## src/hw/uelm_pkg.sv

```systemverilog
// Purpose: constants and types for the uplink extended message receiver
// Assumes: decoded interrogation fields arrive from a frame decoder on pclk
// Notes:   register map is reached over apb
//
// Functional notes
// RULE_01: up to sixteen segments, uplink format 24
// RULE_02: code 0 clears storage, no reply
// RULE_03: initial segment is last, sets length
// RULE_04: new initial segment abandons earlier message
// RULE_05: without initialisation, later segments are discarded
// RULE_06: code 1 stores and marks, no reply
// RULE_07: code 2 stores, replies format 24 acknowledged
// RULE_08: bitmap bit per segment, cumulative since start
// RULE_09: ground repeats final segment until acknowledged
// RULE_10: ground resends missing segments, then final
// RULE_11: ground spaces segments at least 50 us
// RULE_12: ground always sends at least two segments
// RULE_13: full message handed out once complete
// RULE_14: closeout code 5 ends non-selective delivery
// RULE_15: ground reserves with di 1 mes 1 rss 2
// RULE_16: reservation reply reports holder site address
// RULE_17: ground delivers only when reservation is its own
// RULE_18: multisite closeout accepted only from holder; code also accepts it from any site while no reservation is held
// RULE_19: eighteen second inactivity cancels and discards; code freezes the timer while a complete message is held
// RULE_20: grant only when free or already held
package uelm_pkg;
	// ************************************************************
	// link field codes
	// ************************************************************
	localparam int          SEG_MAX     = 16;
	localparam logic [4:0]  UF_COMMC    = 5'h18;
	localparam logic [4:0]  DF_COMMD    = 5'h18;
	localparam logic [1:0]  RC_INIT     = 2'h0;
	localparam logic [1:0]  RC_INTER    = 2'h1;
	localparam logic [1:0]  RC_FINAL    = 2'h2;
	localparam logic [2:0]  PC_UCLOSE   = 3'h5;
	localparam logic [2:0]  DI_MULTI    = 3'h1;
	localparam logic [2:0]  MES_RESERVE = 3'h1;
	localparam logic [2:0]  MES_CLOSE   = 3'h2;
	localparam logic [1:0]  RSS_UPLINK  = 2'h2;
	localparam logic        KE_ACK      = 1'h1;
	// ************************************************************
	// timing
	// ************************************************************
	localparam longint      CLK_HZ      = 125_000_000;
	localparam longint      TIMEOUT_S   = 18;
	localparam longint      TIMEOUT_CYC = TIMEOUT_S * CLK_HZ;
	// ************************************************************
	// register map (byte addresses)
	// ************************************************************
	localparam logic [11:0] REG_STATUS  = 12'h000;
	localparam logic [11:0] REG_BITMAP  = 12'h004;
	localparam logic [11:0] REG_RESV    = 12'h008;
	localparam logic [11:0] REG_CTRL    = 12'h00c;
	localparam logic [11:0] REG_MSGSEL  = 12'h010;
	localparam logic [11:0] REG_MSGDATA = 12'h014;
	localparam logic [11:0] REG_MSGDHI  = 12'h018;
	localparam int          ST_ACTIVE   = 0;
	localparam int          ST_READY    = 1;
	localparam int          ST_RESV     = 2;
	localparam int          CTRL_EN     = 0;
	localparam int          CTRL_REL    = 1;
	localparam logic [31:0] CTRL_RESET  = 32'h0000_0001;
	localparam logic [31:0] SLV_ERRDATA = 32'h0000_0000;
endpackage : uelm_pkg

```

## src/hw/uelm_seg_if.sv

```systemverilog
`timescale 1ns/1ns
// Purpose: carries one decoded segment write into the segment store
// Assumes: single pclk domain
// Notes:   read port is combinational on rd_sel
interface uelm_seg_if;
	logic        wr_en;    // store one segment
	logic [3:0]  wr_idx;   // segment number
	logic [55:0] wr_data;  // segment text
	logic [3:0]  rd_sel;   // read selection
	logic [55:0] rd_data;  // selected text
	modport ctl (output wr_en, wr_idx, wr_data, rd_sel, input rd_data);
	modport mem (input wr_en, wr_idx, wr_data, rd_sel, output rd_data);
endinterface : uelm_seg_if

```

## src/hw/uelm_rx.sv

```systemverilog
`timescale 1ns/1ns
// Purpose: reassembles uplink extended messages and manages the uplink reservation
// Assumes: frame decoder gives one cycle pulses with decoded fields on pclk
// Notes:   reply request is a one cycle pulse; the encoder sends it
module uelm_rx #(
	parameter longint TIMEOUT_CYC = uelm_pkg::TIMEOUT_CYC
) (
	input  wire logic        pclk,         // system clock
	input  wire logic        presetn,      // async reset, low
	input  wire logic [11:0] paddr,        // apb address
	input  wire logic        psel,         // apb select
	input  wire logic        penable,      // apb enable
	input  wire logic        pwrite,       // apb direction
	input  wire logic [31:0] pwdata,       // apb write data
	output logic      [31:0] prdata,       // apb read data
	output logic             pready,       // apb ready
	output logic             pslverr,      // apb error
	input  wire logic        ic_valid,     // comm-c interrogation pulse
	input  wire logic [4:0]  ic_uf,        // uplink format
	input  wire logic [1:0]  ic_rc,        // reply control
	input  wire logic [3:0]  ic_nc,        // segment number
	input  wire logic [55:0] ic_mc,        // segment text
	input  wire logic        is_valid,     // surveillance or comm-a pulse
	input  wire logic [2:0]  is_pc,        // protocol field
	input  wire logic [2:0]  is_di,        // designator
	input  wire logic [3:0]  is_iis,       // site address
	input  wire logic [2:0]  is_mes,       // multisite message subfield
	input  wire logic [1:0]  is_rss,       // reservation status request
	output logic             ack_valid,    // comm-d reply request pulse
	output logic      [4:0]  ack_df,       // reply format
	output logic             ack_ke,       // control, ele
	output logic      [15:0] ack_tas,      // acknowledgement bitmap
	output logic             um_valid,     // reservation report pulse
	output logic      [3:0]  um_iis,       // reported holder
	output logic             msg_ready,    // complete message held
	output logic      [3:0]  msg_last      // highest segment number
);
	// ************************************************************
	// state
	// ************************************************************
	typedef enum logic [2:0] {
		S_IDLE  = 3'b001,
		S_ASSM  = 3'b010,
		S_DONE  = 3'b100
	} uelm_state_type;

	localparam logic [31:0] CTRL_MASK = 32'h0000_0003; // writable control bits

	uelm_state_type state_q;
	logic [15:0]    bits_q;
	logic [3:0]     last_q;
	logic           resv_q;
	logic [3:0]     resv_iis_q;
	logic [34:0]    tmr_q;
	logic [31:0]    ctrl_q;
	logic [3:0]     sel_q;
	logic           tmr_kick;
	logic           expire;
	logic           close_ok;
	logic           is_commc;
	logic           reserve_req;
	logic           take_seg;
	logic [15:0]    bits_next;
	logic           enable;
	logic           apb_setup;
	logic           apb_wr;
	uelm_seg_if     seg ();

	uelm_seg_store #(.DEPTH(uelm_pkg::SEG_MAX)) i_uelm_seg_store (
		.pclk (pclk),
		.seg  (seg)
	);

	function automatic logic [15:0] upto_mask(input logic [3:0] last);
		logic [15:0] m;
		m = 16'h0000;
		for (int i = 0; i < uelm_pkg::SEG_MAX; i++)
			m[i] = (i <= int'(last));
		return m;
	endfunction : upto_mask

	// one decode for every write strobe, so all of them land on the same edge
	function automatic logic wr_hit(input logic [11:0] off);
		return apb_wr && (paddr == off);
	endfunction : wr_hit

	assign enable      = ctrl_q[uelm_pkg::CTRL_EN];
	// writes land on the access edge that completes the transfer
	assign apb_setup   = psel && !penable;
	assign apb_wr      = psel && penable && pready && pwrite;
	assign is_commc    = ic_valid && enable && (ic_uf == uelm_pkg::UF_COMMC); // RULE_01
	assign reserve_req = is_valid && enable && (is_di == uelm_pkg::DI_MULTI) &&
	                     (is_mes == uelm_pkg::MES_RESERVE);
	// accept multisite closeout from holder only; a free link also accepts it
	assign close_ok    = is_valid && enable &&
	                     ((is_pc == uelm_pkg::PC_UCLOSE) || // RULE_14
	                      ((is_di == uelm_pkg::DI_MULTI) && (is_mes == uelm_pkg::MES_CLOSE) &&
	                       (!resv_q || (is_iis == resv_iis_q)))); // RULE_18
	// segments other than code 0 only count after initialisation
	assign take_seg    = is_commc && ((ic_rc == uelm_pkg::RC_INIT) ||
	                     (state_q != S_IDLE && (ic_rc == uelm_pkg::RC_INTER || ic_rc == uelm_pkg::RC_FINAL))); // RULE_05
	assign tmr_kick    = reserve_req || (take_seg && state_q != S_IDLE) || (is_commc && ic_rc == uelm_pkg::RC_INIT);
	assign expire      = (tmr_q == 35'(1));

	// store every accepted segment; only the bitmap says which entries are valid
	assign seg.wr_en   = take_seg; // RULE_06
	assign seg.wr_idx  = ic_nc;
	assign seg.wr_data = ic_mc;
	assign seg.rd_sel  = sel_q;

	always_comb
	begin
		bits_next = bits_q;
		if (take_seg)
		begin
			if (ic_rc == uelm_pkg::RC_INIT)
				bits_next = 16'h0001 << ic_nc; // RULE_02 RULE_03 RULE_04
			else
				bits_next = bits_q | (16'h0001 << ic_nc); // RULE_08
		end
	end

	// ************************************************************
	// reassembly
	// ************************************************************
	always_ff @(posedge pclk or negedge presetn)
	begin
		if (!presetn)
		begin
			state_q <= S_IDLE;
			bits_q  <= 16'h0000;
		end
		else if (expire || close_ok)
		begin
			state_q <= S_IDLE; // RULE_19
			bits_q  <= 16'h0000;
		end
		else if (take_seg)
		begin
			bits_q <= bits_next;
			if (ic_rc == uelm_pkg::RC_INIT)
			begin
				state_q <= S_ASSM; // RULE_04
			end
			else if ((bits_next & upto_mask(last_q)) == upto_mask(last_q))
				state_q <= S_DONE; // RULE_13
		end
		// release needs the bit in the written word, not the stored one
		else if (state_q == S_DONE && wr_hit(uelm_pkg::REG_CTRL) && pwdata[uelm_pkg::CTRL_REL])
			state_q <= S_IDLE;
	end

	always_ff @(posedge pclk or negedge presetn)
	begin
		if (!presetn)
			last_q <= 4'h0;
		else if (take_seg && ic_rc == uelm_pkg::RC_INIT && !(expire || close_ok))
			last_q <= ic_nc; // RULE_03
	end

	// ************************************************************
	// replies
	// ************************************************************
	always_ff @(posedge pclk or negedge presetn)
	begin
		if (!presetn)
		begin
			ack_valid <= 1'b0;
			ack_df    <= 5'h00;
			ack_ke    <= 1'b0;
			ack_tas   <= 16'h0000;
		end
		else
		begin
			// code 0 and code 1 never raise a reply
			ack_valid <= take_seg && (ic_rc == uelm_pkg::RC_FINAL); // RULE_07
			if (take_seg && ic_rc == uelm_pkg::RC_FINAL)
			begin
				ack_df  <= uelm_pkg::DF_COMMD; // RULE_07
				ack_ke  <= uelm_pkg::KE_ACK;
				ack_tas <= bits_next; // RULE_08
			end
		end
	end

	// ************************************************************
	// reservation and timer
	// ************************************************************
	always_ff @(posedge pclk or negedge presetn)
	begin
		if (!presetn)
		begin
			resv_q     <= 1'b0;
			resv_iis_q <= 4'h0;
		end
		else if (expire || close_ok)
		begin
			resv_q     <= 1'b0; // RULE_19
			resv_iis_q <= 4'h0;
		end
		else if (reserve_req && (!resv_q || resv_iis_q == is_iis))
		begin
			resv_q     <= 1'b1; // RULE_20
			resv_iis_q <= is_iis;
		end
	end

	always_ff @(posedge pclk or negedge presetn)
	begin
		if (!presetn)
		begin
			um_valid <= 1'b0;
			um_iis   <= 4'h0;
		end
		else
		begin
			um_valid <= reserve_req && (is_rss == uelm_pkg::RSS_UPLINK);
			// a refused request reports the current holder, not the requester
			if (reserve_req)
				um_iis <= (!resv_q || resv_iis_q == is_iis) ? is_iis : resv_iis_q; // RULE_16
		end
	end

	// zero means idle; a kick loads the full span
	// frozen once complete, so a held message keeps its reservation
	always_ff @(posedge pclk or negedge presetn)
	begin
		if (!presetn)
			tmr_q <= 35'h0;
		else if (close_ok || expire)
			tmr_q <= 35'h0;
		else if (tmr_kick)
			tmr_q <= 35'(TIMEOUT_CYC); // RULE_19
		else if (tmr_q != 35'h0 && state_q != S_DONE)
			tmr_q <= tmr_q - 35'(1);
	end

	always_ff @(posedge pclk or negedge presetn)
	begin
		if (!presetn)
		begin
			msg_ready <= 1'b0;
			msg_last  <= 4'h0;
		end
		else
		begin
			msg_ready <= (state_q == S_DONE); // RULE_13
			msg_last  <= last_q;
		end
	end

	// ************************************************************
	// apb slave, zero wait states
	// ************************************************************
	always_ff @(posedge pclk or negedge presetn)
	begin
		// only the two control bits are kept; the rest read back as zero
		if (!presetn)
			ctrl_q <= uelm_pkg::CTRL_RESET;
		else if (wr_hit(uelm_pkg::REG_CTRL))
			ctrl_q <= pwdata & CTRL_MASK;
	end

	always_ff @(posedge pclk or negedge presetn)
	begin
		if (!presetn)
			sel_q <= 4'h0;
		else if (wr_hit(uelm_pkg::REG_MSGSEL))
			sel_q <= pwdata[3:0];
	end

	always_ff @(posedge pclk or negedge presetn)
	begin
		if (!presetn)
		begin
			prdata  <= 32'h0000_0000;
			pready  <= 1'b0;
			pslverr <= 1'b0;
		end
		else
		begin
			pready  <= apb_setup;
			pslverr <= 1'b0;
			if (apb_setup)
			begin
				unique case (paddr)
					uelm_pkg::REG_STATUS:  prdata <= {29'h0, resv_q, state_q == S_DONE, state_q != S_IDLE};
					uelm_pkg::REG_BITMAP:  prdata <= {16'h0000, bits_q};
					uelm_pkg::REG_RESV:    prdata <= {24'h0, last_q, resv_iis_q};
					uelm_pkg::REG_CTRL:    prdata <= ctrl_q;
					uelm_pkg::REG_MSGSEL:  prdata <= {28'h0, sel_q};
					uelm_pkg::REG_MSGDATA: prdata <= seg.rd_data[31:0];
					uelm_pkg::REG_MSGDHI:  prdata <= {8'h00, seg.rd_data[55:32]};
					default:
					begin
						prdata  <= uelm_pkg::SLV_ERRDATA;
						pslverr <= 1'b1;
					end
				endcase
			end
		end
	end
endmodule : uelm_rx

```

## src/hw/uelm_seg_store.sv

```systemverilog
`timescale 1ns/1ns
// Purpose: sixteen entry segment text store
// Assumes: bookkeeping of valid entries is held by the controller
// Notes:   contents are not reset; validity comes from the bitmap only
module uelm_seg_store #(
	parameter int DEPTH = 16
) (
	input  wire logic   pclk,  // system clock
	uelm_seg_if.mem     seg    // write and read port
);
	logic [55:0] mem_q [DEPTH];

	always_ff @(posedge pclk)
	begin
		if (seg.wr_en)
			mem_q[seg.wr_idx] <= seg.wr_data; // RULE_06
	end

	assign seg.rd_data = mem_q[seg.rd_sel];
endmodule : uelm_seg_store

```

## config.mk

```make
export PLATFORM = sky130hd
export DESIGN_NAME = uelm_rx
export DESIGN_NICKNAME = d
export VERILOG_FILES = /design/src/hw/uelm_pkg.sv /design/src/hw/uelm_seg_if.sv /design/src/hw/uelm_rx.sv /design/src/hw/uelm_seg_store.sv
export SDC_FILE = /design/constraint.sdc
export NUM_CORES = 1
export LEC_CHECK = 0
export BUFFER_PORTS_ARGS = -buffer_cell sky130_fd_sc_hd__buf_2
export CORE_MARGIN = 1
export CORE_UTILIZATION = 45
export CTS_CLUSTER_DIAMETER = 120
export CTS_CLUSTER_SIZE = 10
export DETAILED_ROUTE_END_ITERATION = 7
export GPL_ROUTABILITY_DRIVEN = 0
export PLACE_DENSITY = 0.67
export SKIP_CTS_REPAIR_TIMING = 1
export SLEW_MARGIN = 20
export SYNTH_ARGS = -nofsm -noshare
export SYNTH_HDL_FRONTEND = slang
export SYNTH_HIERARCHICAL = 1
export SYNTH_SLANG_ARGS = --single-unit
```

## constraint.sdc

```tcl
create_clock -name pclk -period 9.3 [get_ports pclk]
set_clock_uncertainty 0.15 [all_clocks]
set_input_delay 0.93 -clock pclk [delete_from_list [all_inputs] [get_ports pclk]]
set_output_delay 0.93 -clock pclk [all_outputs]
set_load 0.005 [all_outputs]
```

Word level (Yosys, flattened, before mapping) --
Memory sizes are Yosys's and may differ from the RTL's. Index checks and enable logic that the tools add are counted.
Storage, ports and cells: output and inout bits 67, flip-flop bits (word level) 132, memories 1, bits of input ports 133, memory bits (writable) 896
Cells by class: bitwise operators 2, shifts and indexed selects 1, reductions and logical operators 46, multiplexer cells 22, add/subtract/negate cells 1, equality and inequality tests 22, magnitude comparators 15
Memories:
- i_uelm_seg_store.mem_q | depth 16, width 56, rd ports 1, clocked after Yosys merged registers in 0, wr ports 1, RTL line uelm_seg_store.sv:11 | logic [55:0] mem_q [DEPTH];
Operator list (count):
- one-hot mux 32 bit (7 select lines) | 1
- 2-to-1 mux 35 bit | 3
- 2-to-1 mux 16 bit | 4
- equality test 12 x 5 -> 1 bit, second input constant | 3
- equality test 35 x 1 -> 1 bit, second input constant | 1
- nonzero test 35 bit | 1
- subtractor 35 x 1 -> 35 bit, second input constant | 1
- <= comparator 4 bit, first input constant | 8
- logical AND 1 bit | 26
- equality test 12 x 4 -> 1 bit, second input constant | 2
- bitwise AND 16 bit | 1
- equality test 16 bit | 1
- <= comparator 3 x 4 -> 1 bit, first input constant | 4
- OR 16 bit | 1
- left shift 1 x 4 -> 16 bit, first input constant | 1
- 2-to-1 mux 3 bit | 5
- equality test 12 x 3 -> 1 bit, second input constant | 1
- zero test 12 bit | 1
- 2-to-1 mux 4 bit | 3
- equality test 4 bit | 2
- <= comparator 2 x 4 -> 1 bit, first input constant | 2
- logical OR 1 bit | 8
- OR reduction 7 bit | 1
- equality test 3 x 1 -> 1 bit, second input constant | 2
- other kinds (15) | 26

Depth between registers and ports, before layout --
Gate-level depths: netlist of run 1.
word-level depth 12, mapped depth 11, depth with buffers taken out 9

Modules after synthesis --
Netlist of run 1, hierarchy kept.
By module, submodules not included:
- uelm_seg_store | area each 33557.2 sq um, cells an instance 1389, times used 1
- uelm_rx | area each 6585.1 sq um, cells an instance 687, times used 1

Worst setup path after synthesis of run 1 --
Ideal clock, no wire load.
path kind input -> register, from in ic_uf[2], to mem i_uelm_seg_store.mem_q[0][0] (enable), data arrival time 6.196 ns, stages on the path 7, slack 2.415 ns, cell sequence and4bb_2 and2_1 clkbuf_1 nand2_1 inv_1 or3b_2 nor3_1
On the way: word-level cells in the longest chain between the ends 5
RTL lines:
- start: declaration | RTL line uelm_rx.sv:19 | input wire logic [4:0] ic_uf,
- equality test 5 bit | RTL line uelm_rx.sv:91 | assign is_commc = ic_valid && enable && (ic_uf == uelm_pkg::UF_COMMC);
- logical AND 1 bit | RTL line uelm_rx.sv:91
- logical AND 1 bit | RTL line uelm_rx.sv:100 | assign take_seg = is_commc && ((ic_rc == uelm_pkg::RC_INIT) ||
- named net seg.wr_en | RTL line uelm_seg_if.sv:6 | logic wr_en;
- 2-to-1 mux 1 bit | RTL line uelm_seg_store.sv:15 | if (seg.wr_en)
- 2-to-1 mux 1 bit (not written as such) | RTL line uelm_seg_store.sv:16 | mem_q[seg.wr_idx] <= seg.wr_data;
- end: declaration | RTL line uelm_seg_store.sv:11
The timed path passes the listed nets, and every way through them passes these cells.

Worst setup path after layout of run 1 --
from reg sel_q[0] (netlist: seg.rd_sel[0]), to reg prdata[12]
On the way: word-level cells in the longest chain between the ends 2
RTL lines:
- start: declaration | RTL line uelm_rx.sv:56 | logic [3:0] sel_q;
- start signal: assignment | RTL line uelm_rx.sv:269 | sel_q <= pwdata[3:0];
- memory (16 x 56 bit)
- named net seg.rd_data[44] | RTL line uelm_seg_if.sv:10 | logic [55:0] rd_data;
- one-hot mux 32 bit (7 select lines) | RTL line uelm_rx.sv:286 | unique case (paddr)
- end signal: assignment | RTL line uelm_rx.sv:287 | uelm_pkg::REG_STATUS: prdata <= {29'h0, resv_q, state_q == S_DONE, state_q != S_IDLE};
- end signal: assignment | RTL line uelm_rx.sv:288 | uelm_pkg::REG_BITMAP: prdata <= {16'h0000, bits_q};
- end signal: assignment | RTL line uelm_rx.sv:289 | uelm_pkg::REG_RESV: prdata <= {24'h0, last_q, resv_iis_q};
- end: declaration | RTL line uelm_rx.sv:15 | output logic [31:0] prdata,
The timed path passes the listed nets, and every way through them passes these cells. A chain may end at the register's enable or synchronous reset.

==> results of run 1 <==
==> state kept, by name, indices dropped and copies added, names as in the netlist <==
name / flops
tmr_q: 35
state_q: 3
prdata: 32
seg.rd_sel: 4
um_valid: 1
ack_valid: 1
pready: 1
last_q: 4
ack_tas: 16
msg_last: 4
msg_ready: 1
ctrl_q: 2
resv_q: 1
ack_ke: 1
um_iis: 4
i_uelm_seg_store/mem_q: 896
bits_q: 16
pslverr: 1
resv_iis_q: 4
==> through the flow <==
step / cells / worst slack [ps] / utilization / instance area, sq um
3_3_place_gp: 3337 / 4530 / 0.479 / 42300
5_1_grt: 3546 / 4380 / 0.516 / 45600
2_1_floorplan: 2078 / 2410 / - / 40100
4_1_cts: 3545 / 4640 / 0.516 / 45600
3_5_place_dp: 3337 / 4470 / 0.479 / 42300
6_report: 3546 / 4860 / 0.516 / 45600
==> layout make-up <==
cell class | count | area (sq um)
inverter | 11 | 41.3
tap | 1165 | 1460
fill | 7025 | 42800
clock buffer | 204 | 3190
sequential | 1027 | 30200
timing repair buffer | 211 | 1200
clock inverter | 4 | 73.8
multi-input combinational | 924 | 9450
==> routing by layer <==
metal,global-route usage,vias to the layer above
met4,0.0564,14
met2,0.343,1027
met1,0.303,11080
met3,0.0438,184
met5,0,-
li1,-,8913
==> cell usage after synthesis, types with 4 or more instances <==
cell type | number | area, sq um
mux2i_1 | 7 | 70.1
a21oi_1 | 24 | 120
or3_1 | 7 | 43.8
or4_1 | 12 | 90.1
a31oi_1 | 8 | 50.1
o31ai_1 | 5 | 37.5
and2_1 | 5 | 31.3
a22oi_1 | 120 | 901
nand3_1 | 17 | 85.1
o31a_1 | 5 | 43.8
buf_2 | 15 | 75.1
or2_2 | 4 | 25.0
xor2_1 | 7 | 61.3
mux4_2 | 225 | 5070
nor2_1 | 81 | 304
a222oi_1 | 13 | 130
xnor2_1 | 30 | 263
nand2_1 | 150 | 563
mux2_1 | 4 | 45.0
nor4_1 | 12 | 75.1
mux2_2 | 8 | 90.1
a221oi_1 | 4 | 35.0
o21ai_0 | 63 | 315
nor2b_1 | 9 | 56.3
nand2b_1 | 9 | 56.3
dfrtp_1 | 129 | 3230
clkbuf_1 | 72 | 270
ha_1 | 5 | 62.6
o21a_1 | 5 | 37.5
buf_6 | 15 | 169
buf_4 | 14 | 105
inv_1 | 9 | 33.8
edfxtp_1 | 896 | 26900
nor3_1 | 25 | 125
==> critical path: stages, from the launching register on <==
cell      delay [ps]
dfrtp_4          770
buf_4            820
buf_4            840
mux4_2           600
a22oi_1          200
nand2_1          220
a222oi_1         480
o21ai_0          140
==> final timing paths <==
path,startpoint,endpoint,slack (ps),cells past startpoint
setup / recovery,seg.rd_sel[0]$_DFFE_PN0P_,prdata[12]$_DFFE_PN0P_,4860,7
hold / removal,presetn,msg_last[1]$_DFF_PN0_,190,1
setup reg to reg,seg.rd_sel[0]$_DFFE_PN0P_,prdata[12]$_DFFE_PN0P_,4860,7
hold reg to reg,prdata[30]$_DFFE_PN0P_,prdata[30]$_DFFE_PN0P_,320,2
max in group asynchronous,presetn,tmr_q[21]$_DFFE_PN0P_,7530,2
min in group pclk,is_rss[0],um_valid$_DFF_PN0_,300,2
==> kinds of logic (layout without fill, tap and decap cells) <==
group,after synthesis,in the layout
XOR/XNOR,37,37
AO/OA/AOI/OAI,270,270
AND/OR/NAND/NOR,365,365
multiplexers,244,244
adder cells (fa/ha/maj),5,5
buffers and inverters,127,430
other,1,3
flip-flops,1027,1027
==> power breakdown <==
group | switching, mW | total [mW] | leakage (nW) | internal, mW
Clock | 1.69 | 3.98 | 1.54 | 2.29
Combinational | 0.198 | 0.315 | 3.53 | 0.117
Sequential | 0.0760 | 5.16 | 9.80 | 5.09
Total | 1.96 | 9.46 | 14.9 | 7.50
==> cell usage in the layout (no fill, tap or decap), types with 5 or more instances in the layout <==
cell type    n
or4_1       12
mux4_2     225
o31a_1       5
edfxtp_1   896
nor3_1      21
nand2b_1     8
xor2_1       7
or3_1        7
o21a_1       5
nor2_4      13
nor2b_1      7
xnor2_1     30
buf_2      167
mux2i_1      7
o21ai_0     63
mux2_2       8
nor2_1      68
a31oi_1      8
a22oi_1    120
a222oi_1    13
nand3_1     17
nand2_1    150
clkbuf_1    90
nor4_1      12
o31ai_1      5
a21oi_1     23
ha_1         5
inv_1        9
buf_4       41
dfrtp_1    127
clkbuf_16  114
==> metrics.txt, run 1 <==
# TYPE chip_impl_metric gauge
chip_impl_metric{name="maxCapViolCount",unit=""} 0
chip_impl_metric{name="syn_area_per_cell",unit="sq um"} 19.3
chip_impl_metric{name="first_pass_grt_wire_length",unit="mm"} 142
chip_impl_metric{name="vdd_drop_max",unit="uV"} 179
chip_impl_metric{name="worst_skew_pair.late_latency",unit="ps"} 670
chip_impl_metric{name="wl_per_cell",unit="um"} 27.2
chip_impl_metric{name="wl_met3",unit="mm"} 8.69
chip_impl_metric{name="globalRouteOverflowTotal",unit=""} 0
chip_impl_metric{name="synthDistinctLibCells",unit=""} 74
chip_impl_info{name="hold_path_class",value="primary input to async pin"} 1
chip_impl_metric{name="critical_path.max_fanout",unit=""} 46
chip_impl_metric{name="die_width",unit="um"} 301
chip_impl_metric{name="crit_required",unit="ps"} 9670
chip_impl_info{name="largest_family_of_logic_cells_by_synthesized_area",value="multiplexers"} 1
chip_impl_metric{name="final.setup.tns",unit="ps"} 0
chip_impl_metric{name="areaGrowthSynthToFinish",unit="%"} 13.6
chip_impl_metric{name="worst_slew_pin_tran",unit="ps"} 1110
chip_impl_metric{name="slew-limit-headroom",unit=""} 0.259
chip_impl_metric{name="yosys.area_share.adder",unit=""} 0.00156
chip_impl_metric{name="power_leakage",unit="nW"} 14.9
chip_impl_metric{name="antenna_found_initial",unit=""} 15
chip_impl_info{name="rsz0062_at_grt",value="false"} 1
chip_impl_metric{name="total_power",unit="mW"} 9.46
chip_impl_metric{name="drcViolationCount",unit=""} 7
chip_impl_metric{name="starting_density_of_the_core",unit=""} 0.454
chip_impl_metric{name="sequential_to_total_area_share_from_yosys_stat",unit=""} 0.752
chip_impl_info{name="highest_layer",value="met5"} 1
chip_impl_metric{name="ant_nets",unit=""} 0
chip_impl_metric{name="drt_first_iter_violations",unit=""} 2189
chip_impl_metric{name="worst-endpoint-arrival",unit="ps"} 4810
chip_impl_metric{name="pin_count_of_the_biggest_net_entering_global_routing",unit=""} 162
chip_impl_info{name="timing.setup.critical_path_class",value="flip-flop to flip-flop"} 1
chip_impl_metric{name="yosysWarnings",unit=""} 6
chip_impl_metric{name="rows",unit=""} 109
chip_impl_metric{name="synth-compound-area-share",unit=""} 0.0469
chip_impl_metric{name="synth-seq-cells",unit=""} 1027
chip_impl_metric{name="nNetsFinal",unit=""} 2425
chip_impl_metric{name="design.core.area",unit="sq mm"} 0.0884
chip_impl_metric{name="fmaxAchievable",unit="MHz"} 225
chip_impl_metric{name="synth-async-reset-ratio",unit=""} 0.128
chip_impl_metric{name="post-route-period-util",unit=""} 0.477
chip_impl_metric{name="power_per_cell_area",unit="mW/mm^2"} 207
chip_impl_metric{name="post_synth_xor_area_fraction",unit=""} 0.00807
chip_impl_metric{name="cts_made_buffers",unit=""} 112
chip_impl_metric{name="final.min_clock_period",unit="ps"} 4440
chip_impl_info{name="critPathLaunchType",value="flip-flop"} 1
chip_impl_metric{name="place.detailed.hpwl",unit="mm"} 52.5
chip_impl_metric{name="dieArea",unit="sq mm"} 0.0904
chip_impl_metric{name="muxShareOfSynthArea",unit=""} 0.131
chip_impl_metric{name="cts_max_level",unit=""} 3
chip_impl_metric{name="hold_violations",unit=""} 0
chip_impl_metric{name="setup_viol",unit=""} 0
chip_impl_metric{name="chipHeight",unit="um"} 301
chip_impl_metric{name="routedLengthMet1",unit="mm"} 39.1
chip_impl_metric{name="avgViaCountPerCell",unit=""} 5.98
chip_impl_metric{name="globalRouteTotalUtil",unit=""} 0.215
chip_impl_metric{name="ctsLongestPathBuffers",unit=""} 3
chip_impl_metric{name="routed-via-count",unit=""} 21218
chip_impl_metric{name="design.portCount",unit=""} 200
chip_impl_metric{name="synth_edf_count",unit=""} 896
chip_impl_info{name="status",value="finished with violations"} 1
chip_impl_metric{name="synth_simple_gate_area_frac",unit=""} 0.0435
chip_impl_metric{name="number_of_instances_in_the_synthesized_netlist",unit=""} 2076
chip_impl_info{name="tritoncts_clock_tree",value="done"} 1
chip_impl_info{name="critPathCaptureType",value="flip-flop"} 1
chip_impl_info{name="synth_ff_type",value="edfxtp_1"} 1
chip_impl_metric{name="route.final.wire_length",unit="mm"} 96.5
chip_impl_metric{name="netlist_area",unit="sq mm"} 0.0401
chip_impl_metric{name="layout-drive-gt1-share",unit=""} 0.255
chip_impl_metric{name="cts.clk_slew.worst_paths",unit="ps"} 60
chip_impl_info{name="cts_root_buffer",value="clkbuf_16"} 1
chip_impl_metric{name="routed-wl-met2",unit="mm"} 46.6
chip_impl_metric{name="buffer_ports.inserted",unit=""} 168
chip_impl_metric{name="cts_sinks",unit=""} 1027
chip_impl_metric{name="grt_pass1_vias",unit=""} 21574
chip_impl_metric{name="timing.hold.ws",unit="ps"} 194
chip_impl_metric{name="drtPass1Iterations",unit=""} 8
chip_impl_metric{name="antenna_diode_count",unit=""} 0
chip_impl_info{name="violations",value="DRC"} 1
chip_impl_metric{name="slew_violations",unit=""} 0
(Power assumes the default switching activity.)
==> run 2, diff against run 1 <==
- ABC_AREA: default -> 1
- PLACE_DENSITY: 0.67 -> 0.69
- clock period: 9.3 -> 4.04 ns (I/O delays scaled with it)
==> metrics.txt, run 2 <==
# TYPE chip_impl_metric gauge
chip_impl_metric{name="final_design_area_no_fill",unit="sq mm"} 0.0520
chip_impl_metric{name="drtPass1Iterations",unit=""} 6
chip_impl_metric{name="layout-drive-gt1-share",unit=""} 0.0898
chip_impl_metric{name="areaGrowthSynthToFinish",unit="%"} 13.4
chip_impl_metric{name="slew_violations",unit=""} 0
chip_impl_info{name="timing.setup.critical_path_class",value="flip-flop to flip-flop"} 1
chip_impl_info{name="cts_root_buffer",value="clkbuf_16"} 1
chip_impl_metric{name="route.final.wire_length",unit="mm"} 119
chip_impl_metric{name="nNetsFinal",unit=""} 4930
chip_impl_metric{name="worst_skew_pair.late_latency",unit="ps"} 710
chip_impl_info{name="ys_top_cells_by_area",value="edfxtp_1, nand2_1, nand3_1"} 1
chip_impl_metric{name="die_width",unit="um"} 321
chip_impl_metric{name="synthDistinctLibCells",unit=""} 48
chip_impl_metric{name="drcViolationCount",unit=""} 0
chip_impl_metric{name="power_per_cell_area",unit="mW/mm^2"} 430
chip_impl_metric{name="globalRouteTotalUtil",unit=""} 0.231
chip_impl_info{name="layout.cells.most_common_list",value="nand2_1, edfxtp_1, nand3_1, inv_1, buf_2"} 1
chip_impl_metric{name="crit_required",unit="ps"} 4270
chip_impl_metric{name="hold_violations",unit=""} 1
chip_impl_info{name="largest_register",value="i_uelm_seg_store/mem_q"} 1
chip_impl_metric{name="reg2reg_setup_slack",unit="ps"} 920
chip_impl_metric{name="final.setup.tns",unit="ps"} 0
chip_impl_info{name="violations",value="hold timing"} 1
chip_impl_metric{name="pin_count_of_the_biggest_net_entering_global_routing",unit=""} 169
chip_impl_metric{name="design.core.area",unit="sq mm"} 0.101
chip_impl_info{name="holdPathEnd",value="ctrl_q[0]$_DFFE_PN1N_"} 1
chip_impl_metric{name="place.detailed.hpwl",unit="mm"} 65.5
chip_impl_info{name="hold_path_class",value="primary input to flip-flop"} 1
chip_impl_metric{name="cts_sinks",unit=""} 1027
chip_impl_metric{name="design.portCount",unit=""} 200
chip_impl_metric{name="power_leakage",unit="nW"} 22.5
chip_impl_metric{name="rows",unit=""} 116
chip_impl_info{name="worst_setup_path_startpoint",value="ctrl_q[0]$_DFFE_PN1N_"} 1
chip_impl_metric{name="worst_slew_pin_tran",unit="ps"} 977
chip_impl_metric{name="cts_made_buffers",unit=""} 112
chip_impl_metric{name="post-place-ws",unit="ps"} 885
chip_impl_metric{name="final_critical_path_setup_slack",unit="ps"} 925
chip_impl_metric{name="setup_viol",unit=""} 0
chip_impl_metric{name="filler_cell_count",unit=""} 8608
chip_impl_metric{name="synth.top_cell.area_share",unit=""} 0.587
chip_impl_info{name="critPathLaunchType",value="flip-flop"} 1
chip_impl_metric{name="starting_density_of_the_core",unit=""} 0.456
chip_impl_metric{name="sequential_to_total_area_share_from_yosys_stat",unit=""} 0.658
chip_impl_metric{name="timing.hold.ws",unit="ps"} -0.0390
chip_impl_info{name="start_of_the_worst_register_to_register_path",value="ctrl_q[0]$_DFFE_PN1N_"} 1
chip_impl_metric{name="worst_hold_path.num_cells",unit=""} 5
chip_impl_info{name="synth_ff_type",value="edfxtp_1"} 1
chip_impl_metric{name="yosysWarnings",unit=""} 6
chip_impl_metric{name="multiInputGateArea",unit="sq mm"} 0.0115
chip_impl_metric{name="cts_max_level",unit=""} 3
chip_impl_info{name="tritoncts_clock_tree",value="done"} 1
chip_impl_metric{name="seqCellArea",unit="sq mm"} 0.0302
chip_impl_info{name="yosysMostFrequentCell",value="nand2_1"} 1
chip_impl_metric{name="largest_register_ff_count",unit=""} 896
chip_impl_metric{name="first_pass_grt_wire_length",unit="mm"} 182
chip_impl_metric{name="ant_nets",unit=""} 0
chip_impl_metric{name="final_core_util",unit=""} 0.517
chip_impl_metric{name="dieArea",unit="sq mm"} 0.103
chip_impl_metric{name="buffer_ports.inserted",unit=""} 168
chip_impl_metric{name="synth-async-reset-ratio",unit=""} 0.128
chip_impl_metric{name="chipHeight",unit="um"} 321
chip_impl_info{name="synth_largest_area_cell",value="edfxtp_1"} 1
chip_impl_metric{name="antenna_found_initial",unit=""} 6
chip_impl_info{name="final_common_cell",value="nand2_1"} 1
chip_impl_info{name="worst_hold_startpoint",value="pwrite"} 1
chip_impl_info{name="critical_path.reg2reg.endpoint",value="i_uelm_seg_store/mem_q[11][26]$_DFFE_PP_"} 1
chip_impl_metric{name="grt_pass1_vias",unit=""} 30961
chip_impl_metric{name="avgViaCountPerCell",unit=""} 5.19
chip_impl_metric{name="cell_area_reported_after_detailed_placement",unit="sq mm"} 0.0481
chip_impl_info{name="critPathCaptureType",value="flip-flop"} 1
chip_impl_metric{name="routed-via-count",unit=""} 32357
chip_impl_metric{name="vdd_drop_max",unit="uV"} 369
chip_impl_metric{name="number_of_instances_in_the_synthesized_netlist",unit=""} 4591
chip_impl_metric{name="netlist_area",unit="sq mm"} 0.0459
chip_impl_metric{name="wl_per_cell",unit="um"} 19.2
chip_impl_metric{name="synth-seq-cells",unit=""} 1027
chip_impl_metric{name="post-route-period-util",unit=""} 0.771
chip_impl_metric{name="syn_area_per_cell",unit="sq um"} 9.99
chip_impl_metric{name="synth_edf_count",unit=""} 896
chip_impl_metric{name="slew-limit-headroom",unit=""} 0.349
chip_impl_info{name="status",value="finished with violations"} 1
chip_impl_metric{name="fmaxAchievable",unit="MHz"} 321
chip_impl_metric{name="drt_first_iter_violations",unit=""} 3597
chip_impl_info{name="top_regs",value="i_uelm_seg_store/mem_q x896, tmr_q x35, prdata x32"} 1
chip_impl_info{name="rsz0062_at_grt",value="false"} 1
chip_impl_metric{name="ctsLongestPathBuffers",unit=""} 3
chip_impl_metric{name="critical_path.max_fanout",unit=""} 16
chip_impl_metric{name="globalRouteOverflowTotal",unit=""} 0
chip_impl_info{name="post_synth_most_frequent_cells",value="nand2_1, edfxtp_1, nand3_1, inv_1, dfrtp_1"} 1
chip_impl_metric{name="worst-endpoint-arrival",unit="ps"} 3350
chip_impl_metric{name="final.min_clock_period",unit="ps"} 3120
chip_impl_metric{name="timing.reg2reg.worst_path_depth",unit=""} 9
chip_impl_metric{name="maxCapViolCount",unit=""} 0
chip_impl_metric{name="cts.clk_slew.worst_paths",unit="ps"} 60
run 2: changes by cell type after synthesis, sizes merged, moves of 33 or more:
cell,before,now
a22oi,120,0
nor2,82,141
nand3,18,789
buf,44,181
nand2,152,1446
clkbuf,72,39
inv,10,772
mux4,225,0
run 2: cell families after synthesis:
group,Yosys count,share of synthesized area
mux,3,0.000736
xor+xnor,14,0.00267
flops,1027,0.658
fa+ha+maj,5,0.00136
compound gates,118,0.0146
other cells,1,0.0000817
buf+inv,993,0.0947
simple gates,2430,0.228
run 2: where the power goes:
| part | total, mW | internal [mW] | switching (mW) |
|---|---|---|---|
| logic | 1.24 | 0.426 | 0.812 |
| clock network | 9.26 | 5.20 | 4.06 |
| registers | 11.9 | 11.7 | 0.165 |
| total | 22.4 | 17.3 | 5.04 |
run 2: worst max path at each step:
| stage | to | slack, ps | depth (start not counted) |
|---|---|---|---|
| final | i_uelm_seg_store/mem_q[11][26]$_DFFE_PP_ | 920 | 9 |
| after global routing | i_uelm_seg_store/mem_q[11][26]$_DFFE_PP_ | 790 | 9 |
| after CTS | i_uelm_seg_store/mem_q[11][26]$_DFFE_PP_ | 940 | 9 |
| after detailed placement | i_uelm_seg_store/mem_q[11][27]$_DFFE_PP_ | 880 | 10 |
| after global placement | i_uelm_seg_store/mem_q[11][27]$_DFFE_PP_ | 920 | 10 |
| after floorplan | i_uelm_seg_store/mem_q[10][0]$_DFFE_PP_ | -120 | 8 |
run 2: cell type report:
type / count / share of cell area
clock inverters: 7 / 0.00325
repair buffers: 305 / 0.0468
flip-flops and latches: 1027 / 0.580
well taps: 1357 / 0.0326
diodes: 3 / 0.000144
inverters: 773 / 0.0563
clock buffers: 190 / 0.0597
multi-input cells: 2573 / 0.221
run 2: per-layer routing:
metal / up-vias / part of all wire / wire length (um) / track usage
met5: - / 0.00023 / 27 / 0
met4: 4 / 0.041 / 4930 / 0.0982
met3: 290 / 0.079 / 9490 / 0.0341
met2: 1423 / 0.47 / 56600 / 0.377
met1: 15376 / 0.41 / 48400 / 0.309
li1: 15264 / - / - / -
run 2: per-stage QoR:
stage          power (mW)  instances
6_report             22.4       6235
3_5_place_dp         13.2       5966
2_1_floorplan        12.8       4593
5_1_grt              23.1       6234
4_1_cts              22.4       6163
3_3_place_gp         13.2       5966
run 2: critical path, stage by stage, from the launching register on:
cell and delay, ps:
dfstp_2 560, nand2_1 80, inv_1 70, nand2_2 80, nor2_8 230, nand2_4 100, inv_4 150, nand3b_1 330
nor2_4 690, buf_4 340
